### config.mk
export PLATFORM = sky130hd
export DESIGN_NAME = pcrc_engine
export DESIGN_NICKNAME = d
export VERILOG_FILES = /design/src/verilog/pcrc_pkg.sv /design/src/verilog/pcrc_engine.sv
export VERILOG_INCLUDE_DIRS = /design/src /design/src/verilog
export SDC_FILE = /design/constraint.sdc
export NUM_CORES = 1
export LEC_CHECK = 0
export ABC_AREA = 1
export ABC_CLOCK_PERIOD_IN_PS = 2100
export BUFFER_PORTS_ARGS = -buffer_cell sky130_fd_sc_hd__buf_2
export CELL_PAD_IN_SITES_DETAIL_PLACEMENT = 1
export CELL_PAD_IN_SITES_GLOBAL_PLACEMENT = 2
export CORE_ASPECT_RATIO = 0.6
export CORE_MARGIN = 2
export CORE_UTILIZATION = 34
export DETAILED_ROUTE_END_ITERATION = 12
export HOLD_SLACK_MARGIN = 0.06
export PLACE_DENSITY = 0.8
export SETUP_SLACK_MARGIN = 0.2
export SLEW_MARGIN = 20
export SYNTH_ARGS = -nofsm -noshare
export SYNTH_HDL_FRONTEND = slang
export SYNTH_SLANG_ARGS = --single-unit
### constraint.sdc
create_clock -name clk -period 2.1 [get_ports clk]
set_input_delay 0.315 -clock clk [delete_from_list [all_inputs] [get_ports clk]]
set_output_delay 0.315 -clock clk [all_outputs]
set_load 0.005 [all_outputs]
### src/verilog/pcrc_defs.svh
/*
  Constants of the programmable CRC-16 engine: register addresses, control bit
  positions, seeds and reset values.
  Assumes an 8-bit special-function-register bus with a page select.
*/
// Overview of operation
// - any 16-bit polynomial from poly registers
// - input arrives as bytes written to crc_data_in
// - each byte folds in before next accepted
// - poly bits mean x^15 down to x^0
// - byte shifted in msb first, left
// - clear seeds 0x0000, or 0xffff with seed_select
// - invert_out gives ones complement on reads
// - flip_out reverses all 16 result bits
// - dma_mode starts dma-driven byte feed
// - processor writes processed identically to dma
// - all registers decoded on page 0x2
// - crc_clear self-clears after seeding
`ifndef PCRC_DEFS_SVH
`define PCRC_DEFS_SVH
`define PCRC_PAGE 8'h02
`define PCRC_ADDR_DATA_IN 8'hb9
`define PCRC_ADDR_RES_LO 8'hba
`define PCRC_ADDR_RES_HI 8'hbb
`define PCRC_ADDR_POLY_LO 8'hbc
`define PCRC_ADDR_POLY_HI 8'hbd
`define PCRC_ADDR_CONTROL 8'hbe
`define PCRC_BIT_CLEAR 7
`define PCRC_BIT_DMA 3
`define PCRC_BIT_FLIP 2
`define PCRC_BIT_INV 1
`define PCRC_BIT_SEED 0
`define PCRC_SEED_ZERO 16'h0000
`define PCRC_SEED_ONES 16'hffff
`define PCRC_RESET_BYTE 8'h00
`define PCRC_RESET_WORD 16'h0000
`define PCRC_BITS_PER_BYTE 4'h8
`endif

### src/verilog/pcrc_pkg.sv
/*
  Types of the programmable CRC-16 engine.
  Assumes the constants header is included by the design file.
*/
package pcrc_pkg;
  typedef enum logic {PCRC_IDLE, PCRC_SHIFT} pcrc_state_t;
endpackage : pcrc_pkg
### src/verilog/pcrc_engine.sv
/*
  Byte-serial CRC-16 engine with programmable polynomial, seed, output
  inversion and output bit reversal; bytes come from register writes or from
  a dma channel writing crc_data_in.
  Assumes one clock, an 8-bit register port with read data one cycle late and
  a dma channel that writes crc_data_in only while dma_req is high.
*/
// Added by the designer: the address-and-strobe port and the address map.
`timescale 1ns/1ps
`include "pcrc_defs.svh"
module pcrc_engine (
  input wire logic clk,
  input wire logic rst,
  input wire logic clk_en,
  input wire logic [7:0] reg_page,
  input wire logic [7:0] reg_addr,
  input wire logic [7:0] reg_wdata,
  input wire logic reg_wr,
  input wire logic reg_rd,
  output logic [7:0] reg_rdata,
  output logic dma_req,
  output logic busy
);
  logic [15:0] crc_poly;
  logic [15:0] crc_value;
  logic [7:0] shift_byte;
  logic [3:0] bit_count;
  logic [7:0] data_hold;
  logic crc_clear;
  logic dma_mode;
  logic flip_out;
  logic invert_out;
  logic seed_select;
  pcrc_pkg::pcrc_state_t state;
  logic [7:0] rdata;
  logic [15:0] next_crc_poly;
  logic [15:0] next_crc_value;
  logic [7:0] next_shift_byte;
  logic [3:0] next_bit_count;
  logic [7:0] next_data_hold;
  logic next_crc_clear;
  logic next_dma_mode;
  logic next_flip_out;
  logic next_invert_out;
  logic next_seed_select;
  pcrc_pkg::pcrc_state_t next_state;
  logic [7:0] next_rdata;
  logic on_page;
  logic wr_hit_data;
  logic wr_hit_ctrl;
  logic [15:0] view_value;
  logic [15:0] flipped;
  logic feedback;

  // register decode only on the engine page
  assign on_page = (reg_page == `PCRC_PAGE);
  assign wr_hit_data = reg_wr && on_page && (reg_addr == `PCRC_ADDR_DATA_IN);
  assign wr_hit_ctrl = reg_wr && on_page && (reg_addr == `PCRC_ADDR_CONTROL);
  assign busy = (state == pcrc_pkg::PCRC_SHIFT);
  // request a byte whenever idle in dma mode and crc_clear is low
  assign dma_req = dma_mode && !busy && !crc_clear;

  // bit reversal of the raw value for reads
  genvar gi;
  generate
    for (gi = 0; gi < 16; gi = gi + 1) begin : g_flip
      assign flipped[gi] = crc_value[15 - gi];
    end
  endgenerate

  // presented value, raw value untouched
  always_comb begin
    view_value = flip_out ? flipped : crc_value;
    if (invert_out) begin
      view_value = ~view_value;
    end
  end

  // msb of the byte meets msb of the register
  assign feedback = crc_value[15] ^ shift_byte[7];

  // next values of the shifter and registers
  always_comb begin
    next_crc_poly = crc_poly;
    next_crc_value = crc_value;
    next_shift_byte = shift_byte;
    next_bit_count = bit_count;
    next_data_hold = data_hold;
    next_crc_clear = 1'b0;
    next_dma_mode = dma_mode;
    next_flip_out = flip_out;
    next_invert_out = invert_out;
    next_seed_select = seed_select;
    next_state = state;
    case (state)
      pcrc_pkg::PCRC_IDLE: begin
        if (crc_clear) begin
          next_crc_value = seed_select ? `PCRC_SEED_ONES : `PCRC_SEED_ZERO;
        end else if (wr_hit_data) begin
          next_shift_byte = reg_wdata;
          next_data_hold = reg_wdata;
          next_bit_count = `PCRC_BITS_PER_BYTE;
          next_state = pcrc_pkg::PCRC_SHIFT;
        end
      end
      pcrc_pkg::PCRC_SHIFT: begin
        // one bit per cycle, left shift, poly taps x^15..x^0
        next_crc_value = {crc_value[14:0], 1'b0} ^ (feedback ? crc_poly : 16'h0000);
        next_shift_byte = {shift_byte[6:0], 1'b0};
        next_bit_count = bit_count - 4'h1;
        if (bit_count == 4'h1) begin
          next_state = pcrc_pkg::PCRC_IDLE;
        end
      end
      default: begin
        next_state = pcrc_pkg::PCRC_IDLE;
      end
    endcase
    if (reg_wr && on_page) begin
      case (reg_addr)
        `PCRC_ADDR_POLY_LO: next_crc_poly[7:0] = reg_wdata;
        `PCRC_ADDR_POLY_HI: next_crc_poly[15:8] = reg_wdata;
        `PCRC_ADDR_CONTROL: begin
          next_crc_clear = reg_wdata[`PCRC_BIT_CLEAR];
          next_dma_mode = reg_wdata[`PCRC_BIT_DMA];
          next_flip_out = reg_wdata[`PCRC_BIT_FLIP];
          next_invert_out = reg_wdata[`PCRC_BIT_INV];
          next_seed_select = reg_wdata[`PCRC_BIT_SEED];
        end
        default: begin
        end
      endcase
    end
    // clear aborts any byte in flight
    if (wr_hit_ctrl && reg_wdata[`PCRC_BIT_CLEAR]) begin
      next_state = pcrc_pkg::PCRC_IDLE;
      next_bit_count = 4'h0;
    end
  end

  // read data, one cycle after the strobe
  always_comb begin
    next_rdata = 8'h00;
    if (reg_rd && on_page) begin
      case (reg_addr)
        `PCRC_ADDR_DATA_IN: next_rdata = data_hold;
        `PCRC_ADDR_RES_LO: next_rdata = view_value[7:0];
        `PCRC_ADDR_RES_HI: next_rdata = view_value[15:8];
        `PCRC_ADDR_POLY_LO: next_rdata = crc_poly[7:0];
        `PCRC_ADDR_POLY_HI: next_rdata = crc_poly[15:8];
        `PCRC_ADDR_CONTROL: next_rdata = {crc_clear, 3'h0, dma_mode, flip_out,
                                          invert_out, seed_select};
        default: next_rdata = 8'h00;
      endcase
    end
  end
  assign reg_rdata = rdata;

  // state registers
  always_ff @(posedge clk or posedge rst) begin
    if (rst) begin
      crc_poly <= `PCRC_RESET_WORD;
      crc_value <= `PCRC_RESET_WORD;
      shift_byte <= `PCRC_RESET_BYTE;
      bit_count <= 4'h0;
      data_hold <= `PCRC_RESET_BYTE;
      crc_clear <= 1'b0;
      dma_mode <= 1'b0;
      flip_out <= 1'b0;
      invert_out <= 1'b0;
      seed_select <= 1'b0;
      state <= pcrc_pkg::PCRC_IDLE;
      rdata <= `PCRC_RESET_BYTE;
    end else if (clk_en) begin
      crc_poly <= next_crc_poly;
      crc_value <= next_crc_value;
      shift_byte <= next_shift_byte;
      bit_count <= next_bit_count;
      data_hold <= next_data_hold;
      crc_clear <= next_crc_clear;
      dma_mode <= next_dma_mode;
      flip_out <= next_flip_out;
      invert_out <= next_invert_out;
      seed_select <= next_seed_select;
      state <= next_state;
      rdata <= next_rdata;
    end
  end
endmodule : pcrc_engine

== After elaboration in Yosys (flattened, before gate mapping) ==
Cells that the tools add are included.
Cells by class
  reduce and logical (&&, ||, !) cells: 16
  bitwise gates (word level): 5
  mux-type cells: 22
  equality and inequality tests: 13
  add/subtract/negate cells: 1
Operators by type and width (number)
  $mux 16: 5
  $eq 8x8->1 const B: 6
  $pmux 8 s6: 1
  $pmux 16 s2: 1
  $mux 8: 3
  $not 16->16: 1
  $pmux 8 s2: 1
  $xor 16x16->16: 1
  $reduce_and 3->1: 5
  $mux 4: 3
  $eq 8x2->1 const B: 1
  $pmux 4 s2: 1
  $logic_and 1x1->1: 7
  $mux 1: 6
  $ne 2x2->1 const B: 3
  $ne 3x3->1 const B: 2
  $eq 4x1->1 const B: 1
  $reduce_and 4->1: 1
  $sub 4x1->4 const B: 1
  $logic_not 1->1: 2
  $not 1->1: 2
  $pmux 1 s2: 1
  $reduce_and 2->1: 1
  $xor 1x1->1: 1
Word-level totals
  word-level logic and storage cells: 70
  input bits: 29
  register bits: 66

== Logic depth before layout (Yosys ltp) ==
  depth in word-level cells: 7
  depth in mapped cells: 12

== Worst setup path before layout ==
Ideal clock, no wire load.
  kind: input-to-reg
  start point: in reg_page[6]
  end point: reg crc_poly[15]
  path slack: 0.741 ns
  stages on the path: 9
  arrival: 1.237 ns
  buffers on the path: 1
  data required time: 1.979 ns
  cell sequence: inv_1 -> nand2_1 -> nor2_2 -> nand3_4 -> nor2_8 -> nand4_4 -> buf_6 -> nand2_1 -> o21ai_2
On the way
  longest elaborated chain between the ends: 3
Ends and longest elaborated chain
  from (decl): line pcrc_engine.sv:15  | input wire logic [7:0] reg_page,
  $eq 8x2->1 (no source line)
  $logic_and 1x1->1: line pcrc_engine.sv:119  | if (reg_wr && on_page) begin
  $reduce_and 3->1 (no source line)
  to (signal assigned): line pcrc_engine.sv:162  | crc_poly <= `PCRC_RESET_WORD;
  to (signal assigned): line pcrc_engine.sv:175  | crc_poly <= next_crc_poly;
  to (decl): line pcrc_engine.sv:24  | logic [15:0] crc_poly;
No other way between the ends.
A chain may end at the register's enable or synchronous reset.

== Final worst setup path ==
  start point: reg state (netlist: busy)
  end point: out dma_req
On the way
  longest elaborated chain between the ends: 3
Ends and longest elaborated chain
  from (decl): line pcrc_engine.sv:34  | pcrc_pkg::pcrc_state_t state;
  from (signal assigned): line pcrc_engine.sv:172  | state <= pcrc_pkg::PCRC_IDLE;
  from (signal assigned): line pcrc_engine.sv:185  | state <= next_state;
  $logic_not 1->1: line pcrc_engine.sv:61  | assign dma_req = dma_mode && !busy && !crc_clear;
  $logic_and 1x1->1 (2 in series): line pcrc_engine.sv:61
  to (decl): line pcrc_engine.sv:21  | output logic dma_req,
No other way between the ends.

==> results.json <==
{
  "cellLeakagePower_nw": 2.322,
  "setup_tns_ps": 0,
  "wire_per_inst_um": 18.16,
  "worst_slack_ps": 390.3,
  "worstSetupPathType": "flip-flop to output pin",
  "netlist_top_cells_area": "dfrtp_1 40%, nand2_1 15%, nand3_1 7.4%",
  "yosysUniqueCellTypes": 35,
  "slowest_delay_ps": 420,
  "setup_viol": 0,
  "cts_tree": "done",
  "ys.flop_type": "dfrtp_1",
  "startpoint_type": "flip-flop",
  "design_area_mm2": 0.004825,
  "dpl.cell_count": 755,
  "vias_per_cell": 5.174,
  "grt_pass1_wl_um": 22900,
  "drtIter0Drc": 275,
  "ys_seq_area_share_pct": 40.02,
  "ant_nets": 0,
  "globalplace.congestion": 0.8932,
  "clk_pin_slew_worst_paths_ps": 50,
  "cts_buffer_depth": 2,
  "area_growth_pct": 16.92,
  "hold_viol_final": 0,
  "outcome": "finished clean",
  "routed_wl_um": 13990,
  "clk-insertion-delay-late_ps": 340,
  "r2r_setup_slack_ps": 430,
  "power.density_mw_per_mm2": 711.8,
  "yosys.area.top_type_share_pct": 40.02,
  "ir_worst_vdd_v": 0.0004417,
  "crit_required_ps": 1780,
  "start_util_pct": 34.54,
  "crit_chain": "clkinv_2 -> nand2_1 -> nor2_1 -> buf_2",
  "synth_top_area_cell": "dfrtp_1",
  "crit_path_end_kind": "output pin",
  "cts_buffers": 9,
  "async_flop_share_pct": 100.0,
  "port_buffers": 38,
  "syn_inst": 561,
  "drc_errors": 0,
  "worstMarginPinSlew_ps": 623.2,
  "r2r-end": "reg_rdata[0]",
  "hp-class": "input port to asynchronous set/reset pin",
  "die-area_mm2": 0.01306,
  "diodes": 0,
  "cts_root_buf": "clkbuf_16",
  "row_count": 31,
  "dr.pass1.iters": 4,
  "rsz0062_at_grt": "no",
  "slowest_stage": "dfrtp_1",
  "fin_skew_ps": 9.557,
  "layout.cells.non_filler": 770,
  "pre_cts_ws_ps": 229.0,
  "grt_max_degree": 67,
  "antenna_found_initial": 0,
  "vias": 3984,
  "postPlaceCellArea_mm2": 0.004482,
  "track_usage_pct": 23.18,
  "cp.arrival_ps": 1390,
  "die_h_um": 89.34,
  "drv_slew": 0,
  "chipWidth_um": 146.2,
  "slew_headroom_pct": 58.30,
  "drive_above_1_share_pct": 18.68,
  "fin_crit_sh_pct": 81.42,
  "max_freq_mhz": 584.9,
  "ys_ff_latch": 66,
  "synth_nets": 592,
  "cap_violations": 0,
  "cts_hold_buf": 0,
  "worst-r2r-cell-count": 11,
  "crit_fanout": 19,
  "num-nets-final": 632,
  "first_global_vias": 3965,
  "r2r-start": "flip_out",
  "synth_edf_count": 0,
  "clkSinkCount": 66,
  "synth_area_mm2": 0.004126,
  "core_area_mm2": 0.01195,
  "dp_hpwl_um": 10840,
  "htreeDepth": 3,
  "grt_overflow": 0,
  "synth_warnings": 0,
  "fin_hold_ws_ps": 63.32,
  "post-route-min-period_ps": 1710,
  "ios": 39,
  "syn_area_per_cell_um2": 7.356
}
-- report_power, final --
| part | total [mW] | internal, mW | switching, mW |
|---|---|---|---|
| Combinational | 0.314 | 0.0994 | 0.215 |
| Clock | 1.76 | 1.16 | 0.600 |
| Sequential | 1.36 | 1.31 | 0.0525 |
-- synthesized netlist by cell type, drive strengths merged (4+ instances only) --
library cell,n
inv,74
nand3,64
o21ai,79
o211ai,5
nor2,44
clkbuf,4
nand2,172
a22oi,16
nand4,5
buf,15
dfrtp,66
-- final cells by class --
cell class / instances / area [µm²]
Clock buffer: 9 / 225.2
Sequential cell: 66 / 1653
Fill cell: 1515 / 7122
Inverter: 74 / 282.8
Tap cell: 165 / 206.4
Clock inverter: 6 / 115.1
Timing Repair Buffer: 48 / 277.8
Multi-Input combinational cell: 402 / 2064
-- worst max-delay path, delay by kind of cell, from the launching register on --
kind                   cells  cell delay (ps)
flip-flops                 1              420
buffers and inverters      2              380
AND/OR/NAND/NOR            2              260
-- placed cells by master (no fill, tap or decap), types with 3 or more instances in the layout --
| master | netlist | final |
|---|---|---|
| buf_4 | 2 | 9 |
| nor2_2 | 3 | 3 |
| bufinv_16 | 0 | 3 |
| o21ai_0 | 46 | 46 |
| nand4_1 | 3 | 3 |
| nand3b_1 | 3 | 3 |
| clkbuf_16 | 0 | 9 |
| inv_2 | 5 | 4 |
| o21ai_1 | 11 | 11 |
| nand2_2 | 5 | 5 |
| o211ai_1 | 5 | 5 |
| inv_1 | 69 | 68 |
| a22oi_1 | 16 | 16 |
| dfrtp_1 | 66 | 65 |
| xor2_1 | 3 | 3 |
| nand3_1 | 61 | 61 |
| nor2_1 | 37 | 37 |
| o21ai_2 | 22 | 22 |
| nand2_1 | 167 | 167 |
| buf_2 | 7 | 38 |
-- flip-flops by register name, summed over array words and instances, names as in the netlist --
signal	cells
flip_out	1
dma_mode	1
invert_out	1
crc_value	16
crc_poly	16
seed_select	1
crc_clear	1
busy	1
shift_byte	8
bit_count	4
data_hold	8
reg_rdata	8
-- stage by stage --
stage | total power [mW] | util [%]
after global routing | 3.583 | 40.39
final | 3.434 | 40.39
after global placement | 1.688 | 37.52
after CTS | 3.466 | 40.36
after detailed placement | 1.698 | 37.52
after floorplan | 1.566 | -
-- cells by family after synthesis --
family,count (synthesis),share of synthesized area (%)
xor gates and xnor gates,4,0.8492
adders and majority gates,2,0.6063
and+or+nand+nor,293,32.53
buffers and inverters,93,9.945
DFF,66,40.02
AOI/OAI and AO/OA,103,16.04
-- worst max-delay path by stage --
stage / slack, ps / end / cells past startpoint / from
3_5_place_dp: 230 / reg_rdata[5] / 11 / reg_addr[6]
5_1_grt: 230 / dma_req / 4 / busy
6_report: 390 / dma_req / 4 / busy
4_1_cts: 280 / reg_rdata[0] / 11 / flip_out
3_3_place_gp: 270 / reg_rdata[5] / 11 / reg_addr[6]
2_1_floorplan: 740 / crc_poly[15] / 9 / reg_page[6]
-- metal layers --
layer / global-route usage [%] / vias to the layer above / share of wire, %
met2: 33.40 / 78 / 40
met1: 34.97 / 1992 / 54
met5: 0 / - / 0
li1: - / 1906 / -
met3: 5.816 / 8 / 5.5
met4: 4.766 / 0 / 0.64
-- timing repair --
action | 4_1_cts | 5_1_grt
setup endpoints to repair | 0 | 3
hold endpoints to repair | 0 | 0
gates resized for setup | 0 | 2
setup buffers | 0 | 0
Note: power is estimated with default switching activity, not from simulation.
